**src/rtl/meter_pkg.sv**
```systemverilog
// Notes on behaviour
// - Types 0/1 time high or low pulse
// - Types 2/3 time rising or falling period
// - Gate lets timebase ticks into counter
// - Setting 0 or 10000000 selects internal timebase
// - Time reported is count over timebase, always
// - Default limit: five seconds or four ranges, whichever is longer
// - Cascade count is high shifted 16 plus low
// - Terminal count sets overflow, not an error
// - Valid only without overflow and underflow
// - No valid reading in limit sets timeout
package meter_pkg;
   // Measurement type codes
   localparam logic [1:0]  TYPE_HIGH_WIDTH = 2'h0;
   localparam logic [1:0]  TYPE_LOW_WIDTH  = 2'h1;
   localparam logic [1:0]  TYPE_RISE_PER   = 2'h2;
   localparam logic [1:0]  TYPE_FALL_PER   = 2'h3;
   // Timebase settings that select the internal clock
   localparam logic [31:0] TB_INTERNAL_ZERO = 32'h0;
   localparam logic [31:0] TB_INTERNAL_ALT  = 32'd10000000;
   // Counter geometry
   localparam int          SLICE_W       = 16;
   localparam int          SLICES        = 2;
   localparam int          CASCADE_SHIFT = 16;
   localparam logic [31:0] MIN_VALID_COUNT = 32'h4;
   // Timing
   localparam int          CLK_HZ     = 25000000;
   localparam int          TIMEOUT_S  = 5;
   localparam int          RANGE_MULT = 4;
   localparam logic [34:0] TICK_LIMIT_ONE = 35'(RANGE_MULT) << SLICE_W;
   localparam logic [34:0] TICK_LIMIT_TWO = 35'(RANGE_MULT) << (SLICE_W * SLICES);
   localparam logic [63:0] NS_PER_S   = 64'd1000000000;
   localparam int          TIME_OUT_W = 48;
   // Reset values
   localparam logic [31:0] COUNT_RESET = 32'h0;

   typedef enum logic [2:0] {
      ST_IDLE,
      ST_WAIT_OPEN,
      ST_COUNTING,
      ST_DIVIDE,
      ST_HOLD
   } meter_state_e;
endpackage

```
**src/rtl/pulse_width_period_meter.sv**
```systemverilog
module pulse_width_period_meter
   import meter_pkg::*;
#(
   parameter int DEF_LIMIT_CYCLES = TIMEOUT_S * CLK_HZ,
   parameter int INT_TB_HZ        = CLK_HZ
) (
   input  wire logic                  clock_in,
   input  wire logic                  sys_rst_in,
   input  wire logic                  counter_gate_input_in,
   input  wire logic                  ext_timebase_in,
   input  wire logic [1:0]            meas_type_in,
   input  wire logic [31:0]           timebase_hz_in,
   input  wire logic                  cascade_in,
   input  wire logic                  use_default_limit_in,
   input  wire logic [31:0]           limit_cycles_in,
   input  wire logic                  start_in,
   input  wire logic                  read_ack_in,
   output logic      [31:0]           count_out,
   output logic      [TIME_OUT_W-1:0] time_ns_out,
   output logic                       valid_out,
   output logic                       overflow_out,
   output logic                       timeout_out,
   output logic                       done_out,
   output logic                       busy_out
);
   typedef struct packed {
      meter_state_e                    st;
      logic [2:0]                      gate_sync;
      logic [2:0]                      tb_sync;
      logic [SLICES-1:0][SLICE_W-1:0]  slice;
      logic                            ovf;
      logic [31:0]                     clk_cnt;
      logic [34:0]                     tick_cnt;
      logic                            div_start;
      logic [31:0]                     count;
      logic [TIME_OUT_W-1:0]           time_ns;
      logic                            valid;
      logic                            overflow;
      logic                            timeout;
      logic                            done;
      logic                            busy;
   } meter_s;

   meter_s r;
   meter_s next_r;

   logic              gate_rise;
   logic              gate_fall;
   logic              open_edge;
   logic              close_edge;
   logic              internal_tb;
   logic              tick;
   logic [SLICES:0]   carry;
   logic              at_tc;
   logic [31:0]       cur_count;
   logic              expired;
   logic [63:0]       quot;
   logic              div_done;
   logic [31:0]       den;

   // Edge rule for opening and closing the interval
   function automatic logic pick_edge(input logic [1:0] t, input logic rise,
                                      input logic fall, input logic closing);
      case (t)
         TYPE_HIGH_WIDTH: pick_edge = closing ? fall : rise;
         TYPE_LOW_WIDTH:  pick_edge = closing ? rise : fall;
         TYPE_RISE_PER:   pick_edge = rise;
         default:         pick_edge = fall;
      endcase
   endfunction

   // Gate edges from the synchronised pin
   assign gate_rise  = r.gate_sync[1] & ~r.gate_sync[2];
   assign gate_fall  = ~r.gate_sync[1] & r.gate_sync[2];
   assign open_edge  = pick_edge(meas_type_in, gate_rise, gate_fall, 1'b0);
   assign close_edge = pick_edge(meas_type_in, gate_rise, gate_fall, 1'b1);

   // Timebase source
   assign internal_tb = (timebase_hz_in == TB_INTERNAL_ZERO) ||
                        (timebase_hz_in == TB_INTERNAL_ALT);
   assign tick = internal_tb ? 1'b1 : (r.tb_sync[1] & ~r.tb_sync[2]);
   assign den  = internal_tb ? 32'(INT_TB_HZ) : timebase_hz_in;

   // Carry chain across the cascaded slices
   assign carry[0] = 1'b1;
   genvar gi;
   generate
      for (gi = 0; gi < SLICES; gi++) begin : g_carry
         assign carry[gi+1] = carry[gi] & (r.slice[gi] == {SLICE_W{1'b1}});
      end
   endgenerate

   // Terminal count of one slice or of the pair
   assign at_tc = cascade_in ? carry[SLICES] : carry[1];
   assign cur_count = cascade_in ?
                      ((32'(r.slice[1]) << CASCADE_SHIFT) + 32'(r.slice[0])) :
                      32'(r.slice[0]);

   // Time limit, default is the longer of the two bounds
   assign expired = use_default_limit_in ?
                    ((r.clk_cnt >= 32'(DEF_LIMIT_CYCLES)) &&
                     (r.tick_cnt >= (cascade_in ? TICK_LIMIT_TWO : TICK_LIMIT_ONE))) :
                    (r.clk_cnt >= limit_cycles_in);

   serial_divider #(
      .NUM_W (64),
      .DEN_W (32)
   ) u_div (
      .clock_in   (clock_in),
      .sys_rst_in (sys_rst_in),
      .start_in   (r.div_start),
      .num_in     (64'(r.count) * NS_PER_S),
      .den_in     (den),
      .quot_out   (quot),
      .done_out   (div_done)
   );

   // Next-state logic
   always_comb begin
      next_r = r;
      next_r.gate_sync = {r.gate_sync[1:0], counter_gate_input_in};
      next_r.tb_sync   = {r.tb_sync[1:0], ext_timebase_in};
      next_r.div_start = 1'b0;
      if (r.st == ST_WAIT_OPEN || r.st == ST_COUNTING) begin
         next_r.clk_cnt = r.clk_cnt + 32'h1;
         if (tick) begin
            next_r.tick_cnt = r.tick_cnt + 35'h1;
         end
      end
      case (r.st)
         ST_IDLE: begin
            if (start_in) begin
               next_r.st       = ST_WAIT_OPEN;
               next_r.slice    = '0;
               next_r.ovf      = 1'b0;
               next_r.clk_cnt  = '0;
               next_r.tick_cnt = '0;
               next_r.done     = 1'b0;
               next_r.busy     = 1'b1;
            end
         end
         ST_WAIT_OPEN: begin
            if (expired) begin
               next_r.st        = ST_DIVIDE;
               next_r.count     = cur_count;
               next_r.overflow  = r.ovf;
               next_r.valid     = 1'b0;
               next_r.timeout   = 1'b1;
               next_r.div_start = 1'b1;
            end else if (open_edge) begin
               next_r.st = ST_COUNTING;
            end
         end
         ST_COUNTING: begin
            if (expired) begin
               next_r.st        = ST_DIVIDE;
               next_r.count     = cur_count;
               next_r.overflow  = r.ovf;
               next_r.valid     = 1'b0;
               next_r.timeout   = 1'b1;
               next_r.div_start = 1'b1;
            end else if (close_edge) begin
               if (!r.ovf && cur_count >= MIN_VALID_COUNT) begin
                  next_r.st        = ST_DIVIDE;
                  next_r.count     = cur_count;
                  next_r.overflow  = 1'b0;
                  next_r.valid     = 1'b1;
                  next_r.timeout   = 1'b0;
                  next_r.div_start = 1'b1;
               end else begin
                  // Retry; a period's closing edge opens the next one
                  next_r.slice = '0;
                  next_r.ovf   = 1'b0;
                  next_r.st    = meas_type_in[1] ? ST_COUNTING : ST_WAIT_OPEN;
               end
            end else if (tick) begin
               if (at_tc) begin
                  next_r.ovf = 1'b1;
               end else begin
                  for (int i = 0; i < SLICES; i++) begin
                     if (carry[i]) begin
                        next_r.slice[i] = r.slice[i] + SLICE_W'(1);
                     end
                  end
               end
            end
         end
         ST_DIVIDE: begin
            if (div_done) begin
               next_r.time_ns = quot[TIME_OUT_W-1:0];
               next_r.st      = ST_HOLD;
               next_r.done    = 1'b1;
               next_r.busy    = 1'b0;
            end
         end
         ST_HOLD: begin
            if (read_ack_in) begin
               next_r.st   = ST_IDLE;
               next_r.done = 1'b0;
            end
         end
         default: begin
            next_r.st = ST_IDLE;
         end
      endcase
   end

   // State register
   always_ff @(posedge clock_in) begin
      if (sys_rst_in) begin
         r       <= '0;
         r.st    <= ST_IDLE;
         r.count <= COUNT_RESET;
      end else begin
         r <= next_r;
      end
   end

   assign count_out    = r.count;
   assign time_ns_out  = r.time_ns;
   assign valid_out    = r.valid;
   assign overflow_out = r.overflow;
   assign timeout_out  = r.timeout;
   assign done_out     = r.done;
   assign busy_out     = r.busy;

   // Checks
   a_open_edge: assert property (@(posedge clock_in) disable iff (sys_rst_in)
      (r.st == ST_WAIT_OPEN && open_edge && !expired) |=> (r.st == ST_COUNTING))
      else $error("interval did not open on its edge");
   a_close_latch: assert property (@(posedge clock_in) disable iff (sys_rst_in)
      (r.st == ST_COUNTING && close_edge && !expired && !r.ovf &&
       cur_count >= MIN_VALID_COUNT) |=> (r.st == ST_DIVIDE && r.count == $past(cur_count)))
      else $error("count not latched at closing edge");
   a_gate_count: assert property (@(posedge clock_in) disable iff (sys_rst_in)
      (r.st == ST_COUNTING && tick && !at_tc && !close_edge && !expired && $stable(cascade_in))
      |=> (cur_count == $past(cur_count) + 32'h1))
      else $error("tick not counted");
   a_tb_select: assert property (@(posedge clock_in) disable iff (sys_rst_in)
      (timebase_hz_in == TB_INTERNAL_ALT) |-> (tick && den == 32'(INT_TB_HZ)))
      else $error("internal timebase not chosen");
   a_time_report: assert property (@(posedge clock_in) disable iff (sys_rst_in)
      (r.st == ST_DIVIDE && div_done) |=> (time_ns_out == $past(quot[TIME_OUT_W-1:0]) && done_out))
      else $error("time not reported");
   a_timeout_flag: assert property (@(posedge clock_in) disable iff (sys_rst_in)
      ((r.st == ST_WAIT_OPEN || r.st == ST_COUNTING) && expired)
      |=> (timeout_out && !valid_out && r.st == ST_DIVIDE))
      else $error("timeout not flagged");
   a_cascade_sum: assert property (@(posedge clock_in) disable iff (sys_rst_in)
      cascade_in |-> (cur_count == {r.slice[1], r.slice[0]}))
      else $error("cascade sum wrong");
   a_ovf_flag: assert property (@(posedge clock_in) disable iff (sys_rst_in)
      (r.st == ST_COUNTING && tick && at_tc && !close_edge && !expired) |=> r.ovf)
      else $error("overflow not set at terminal count");
   a_valid_rule: assert property (@(posedge clock_in) disable iff (sys_rst_in)
      done_out |-> (valid_out == (!overflow_out && !timeout_out &&
                                  count_out >= MIN_VALID_COUNT)))
      else $error("valid flag inconsistent");
   a_hold_stable: assert property (@(posedge clock_in) disable iff (sys_rst_in)
      (r.st == ST_HOLD && !read_ack_in) |=> ($stable(count_out) && r.st == ST_HOLD))
      else $error("held result changed");
   a_limit_default: assert property (@(posedge clock_in) disable iff (sys_rst_in)
      (use_default_limit_in && r.clk_cnt < 32'(DEF_LIMIT_CYCLES)) |-> !expired)
      else $error("default limit expired early");
endmodule // pulse_width_period_meter

```
**src/rtl/serial_divider.sv**
```systemverilog
module serial_divider
   import meter_pkg::*;
#(
   parameter int NUM_W = 64,
   parameter int DEN_W = 32
) (
   input  wire logic             clock_in,
   input  wire logic             sys_rst_in,
   input  wire logic             start_in,
   input  wire logic [NUM_W-1:0] num_in,
   input  wire logic [DEN_W-1:0] den_in,
   output logic      [NUM_W-1:0] quot_out,
   output logic                  done_out
);
   typedef struct packed {
      logic             busy;
      logic             done;
      logic [6:0]       idx;
      logic [DEN_W-1:0] den;
      logic [NUM_W-1:0] num;
      logic [DEN_W:0]   rem;
      logic [NUM_W-1:0] quot;
   } div_s;

   div_s r;
   div_s next_r;

   // One quotient bit per cycle, restoring
   always_comb begin
      logic [DEN_W:0] shifted;
      shifted = {r.rem[DEN_W-1:0], r.num[NUM_W-1]};
      next_r = r;
      next_r.done = 1'b0;
      if (start_in) begin
         next_r.busy = 1'b1;
         next_r.idx  = 7'(NUM_W - 1);
         next_r.den  = den_in;
         next_r.num  = num_in;
         next_r.rem  = '0;
         next_r.quot = '0;
      end else if (r.busy) begin
         next_r.num = {r.num[NUM_W-2:0], 1'b0};
         if (shifted >= {1'b0, r.den}) begin
            next_r.rem  = shifted - {1'b0, r.den};
            next_r.quot = {r.quot[NUM_W-2:0], 1'b1};
         end else begin
            next_r.rem  = shifted;
            next_r.quot = {r.quot[NUM_W-2:0], 1'b0};
         end
         if (r.idx == 7'h0) begin
            next_r.busy = 1'b0;
            next_r.done = 1'b1;
         end else begin
            next_r.idx = r.idx - 7'h1;
         end
      end
   end

   // State register
   always_ff @(posedge clock_in) begin
      if (sys_rst_in) begin
         r <= '0;
      end else begin
         r <= next_r;
      end
   end

   assign quot_out = r.quot;
   assign done_out = r.done;
endmodule // serial_divider

```
**config.mk**
```make
export PLATFORM = sky130hd
export DESIGN_NAME = pulse_width_period_meter
export DESIGN_NICKNAME = d
export VERILOG_FILES = /design/src/rtl/meter_pkg.sv /design/src/rtl/pulse_width_period_meter.sv /design/src/rtl/serial_divider.sv
export SDC_FILE = /design/constraint.sdc
export NUM_CORES = 2
export LEC_CHECK = 0
export BUFFER_PORTS_ARGS = -buffer_cell sky130_fd_sc_hd__buf_2
export CORE_MARGIN = 3
export CORE_UTILIZATION = 46
export DETAILED_ROUTE_END_ITERATION = 12
export SETUP_SLACK_MARGIN = 0.1
export SLEW_MARGIN = 10
export SYNTH_ARGS = -nofsm -noshare
export SYNTH_HDL_FRONTEND = slang
export SYNTH_HIERARCHICAL = 1
export SYNTH_SLANG_ARGS = --single-unit
export TNS_END_PERCENT = 10
```
**constraint.sdc**
```tcl
create_clock -name clock_in -period 7.5 [get_ports clock_in]
set_clock_uncertainty 0.05 [all_clocks]
set_input_delay 1.5 -clock clock_in [delete_from_list [all_inputs] [get_ports clock_in]]
set_output_delay 1.5 -clock clock_in [all_outputs]
set_load 0.02 [all_outputs]
```
==> flow_summary.yaml <==
setup_path:
  path_max_fanout: 5
  critPathTopFamily: "adder cells"
  slowest_stage: "fa_1"
  critPathCaptureType: "flop"
  cp_cell_sequence: "buf_4 -> fa_1 -> inv_1 -> fa_1 -> fa_1 -> fa_1 -> fa_1 -> inv_1 -> fa_1 -> fa_1 -> ha_1 -> nand4_1 -> or2_2 -> a211o_1 -> a21oi_2 -> nor4b_4 -> o221ai_4 -> nor3_2 -> o22ai_1 -> xnor2_1 -> a21oi_1 -> nor2_1"
  path_common_cell: "fa_1"
  cp-start-kind: "flop"
  worstPathRequired_ns: 7.88
  cp-startpoint: "count_out[1]"
  critPathMaxStageDelay_ns: 0.59
  critPathBufInv: 3
  rr_startpoint: "count_out[1]"
  cp_data_arrival_time_ns: 7.50
  critical_path_class: "reg2reg"
power:
  netSwitchingPower_w: 0.00201
  seq_power_share: 0.355
  powerDensity_mw_per_mm2: 170
  power.internal_w: 0.00402
  power_frac_comb: 0.273
  pwr-share-clk: 0.372
  p_leak_nw: 16.9
  vdd_drop_max_mv: 0.190
  sw_frac_of_total: 0.333
die:
  coreArea_mm2: 0.0706
  die_w_um: 274
  row_count: 97
  ios: 159
  die_h_um: 274
  start_util: 0.468
  design.die.area_mm2: 0.0752
global_route:
  overflow: 0
  grt_usage: 0.213
  grt_pass1_wl_um: 130000
  grt_start_max_net_pins: 193
  grt_pass1_vias: 24119
  antenna_found_initial: 1
detailed_routing:
  met2WireLength_um: 35800
  via_per_inst: 5.15
  drtPass1Iterations: 5
  first_iter_violations: 1264
  drt-total-wl_um: 78600
  drt-met1-wl_um: 37900
  wl_per_cell_um: 16.8
  top_layer: "met5"
  met3WireLength_um: 3440
  detail-route-antenna-nets: 0
  vias: 24024
  drc: 0
clock_network:
  clkTransAtPathRegs_ns: 0.06
  cts-root-buf: "clkbuf_16"
  cts_tree: "yes"
  clock_latency_ns: 0.58
  cts_buffers: 44
  h-tree-depth: 2
  cts_buffer_depth: 3
  cts_num_sinks: 380
sta:
  slew_headroom: 0.248
  fin_setup_tns_ns: 0
  setup_viol: 0
  fmax_mhz: 141
  period_needed_ns: 7.11
  rsz0062_at_grt: "true"
  finalHoldViolCount: 0
  tightestPinTransition_ns: 1.13
  slew_violations: 0
  period_share: 0.949
  whs_ns: 0.390
run:
  maxCapViolCount: 0
final_layout:
  antenna_cells: 0
  syn_to_final_growth_pct: 7.24
  layout.nets: 4420
  fin_util: 0.502
  drive_gt1_frac: 0.0982
  n_fill_cell: 6878
placement:
  port_buffers: 158
  post-dp-hpwl_um: 61400
  gp_congestion: 0.907
synthesis:
  syn_area_mm2: 0.0331
  postSynthAreaPerCell_um2: 8.93
  ys_warn_count: 6
  synthCells: 3705
min_path:
  hold_path.class: "reg2reg"
  min_from: "next_r[187]"
status:
  outcome: "finished clean"
final cells by class:
type | count | area [µm²] | share of cell area
timing repair buffer | 206 | 1170 | 0.0331
sequential | 380 | 7620 | 0.215
tap | 940 | 1180 | 0.0332
inverter | 560 | 2100 | 0.0593
clock inverter | 19 | 188 | 0.00529
clock buffer | 62 | 1330 | 0.0375
multi-input combinational | 2499 | 21900 | 0.617
sequential cells by signal, indices dropped and copies added (netlist names):
signal          flops
next_r              4
r                 106
overflow_out        1
timeout_out         1
time_ns_out        48
valid_out           1
busy_out            1
count_out          32
u_div/done_out      1
u_div/r           136
done_out            1
u_div/quot_out     48
cell usage in the layout, fill, tap and decap left out, types with 7 or more instances in the layout:
cell type	n
a211o_1	7
a211oi_1	15
a21o_1	51
a21oi_1	196
a311oi_1	19
a31o_2	11
a31oi_1	30
and2_1	13
and3_1	21
and4_1	7
buf_2	157
buf_4	47
clkbuf_16	46
clkbuf_8	13
clkinv_2	13
conb_1	11
dfxtp_1	372
fa_1	313
ha_1	340
inv_1	557
mux2i_1	211
nand2_1	178
nand2b_1	11
nand3_1	65
nand4_1	41
nor2_1	434
nor2b_1	32
nor3_1	46
nor4_1	26
o211ai_1	20
o21a_1	16
o21ai_0	76
o21ai_1	10
o21bai_1	10
o41ai_1	9
or2_2	18
or3_1	18
xnor2_1	65
xor2_1	68
per-stage QoR:
stage	worst slack, ns	cell area [µm²]	instances	total power (W)
2_1_floorplan	0.589	33100	3715	0.00352
3_3_place_gp	0.136	33800	4582	0.00383
3_5_place_dp	0.0505	33800	4582	0.00383
4_1_cts	0.159	35400	4663	0.00610
5_1_grt	0.0807	35500	4666	0.00638
6_report	0.385	35500	4666	0.00602
worst register-to-register path: cells and delay by family, from the launching register on:
family,cells,cell delay (ns)
AO/OA/AOI/OAI,5,0.94
XOR/XNOR,1,0.13
adder cells (fa/ha/maj),8,4.06
buffers and inverters,3,0.33
flip-flops,1,0.33
AND/OR/NAND/NOR,5,1.12
power by group through the flow:
| stage | Sequential (W) | Combinational (W) | Clock, W |
|---|---|---|---|
| finish | 0.00214 | 0.00165 | 0.00224 |
| global route | 0.00214 | 0.00185 | 0.00239 |
| CTS | 0.00214 | 0.00165 | 0.00231 |
| detailed placement | 0.00218 | 0.00164 | 0 |
| global placement | 0.00218 | 0.00165 | 0 |
| floorplan | 0.00214 | 0.00138 | 0 |
per-layer routing:
layer | up-vias | track usage
met5 | - | 0
met4 | 2 | 0.0475
met3 | 86 | 0.0305
met2 | 399 | 0.342
met1 | 11433 | 0.306
li1 | 12104 | -
path summary, 6_finish.rpt:
check                      end  slack, ns  depth (start not counted)
setup / recovery  u_div/r[155]       0.39                         22
hold / removal     next_r[188]       0.39                          1
setup reg to reg  u_div/r[155]       0.39                         22
hold reg to reg    next_r[188]       0.39                          1
repair_timing:
| action | 4_1_cts | 5_1_grt |
|---|---|---|
| hold buffers | 0 | 0 |
| setup buffers | 0 | 3 |
| hold endpoints to repair | 0 | 0 |
| resized for setup | 2 | 16 |
| pin swaps | 0 | 3 |
| setup endpoints to repair | 1 | 12 |
Note: power is estimated with default switching activity, not from simulation.
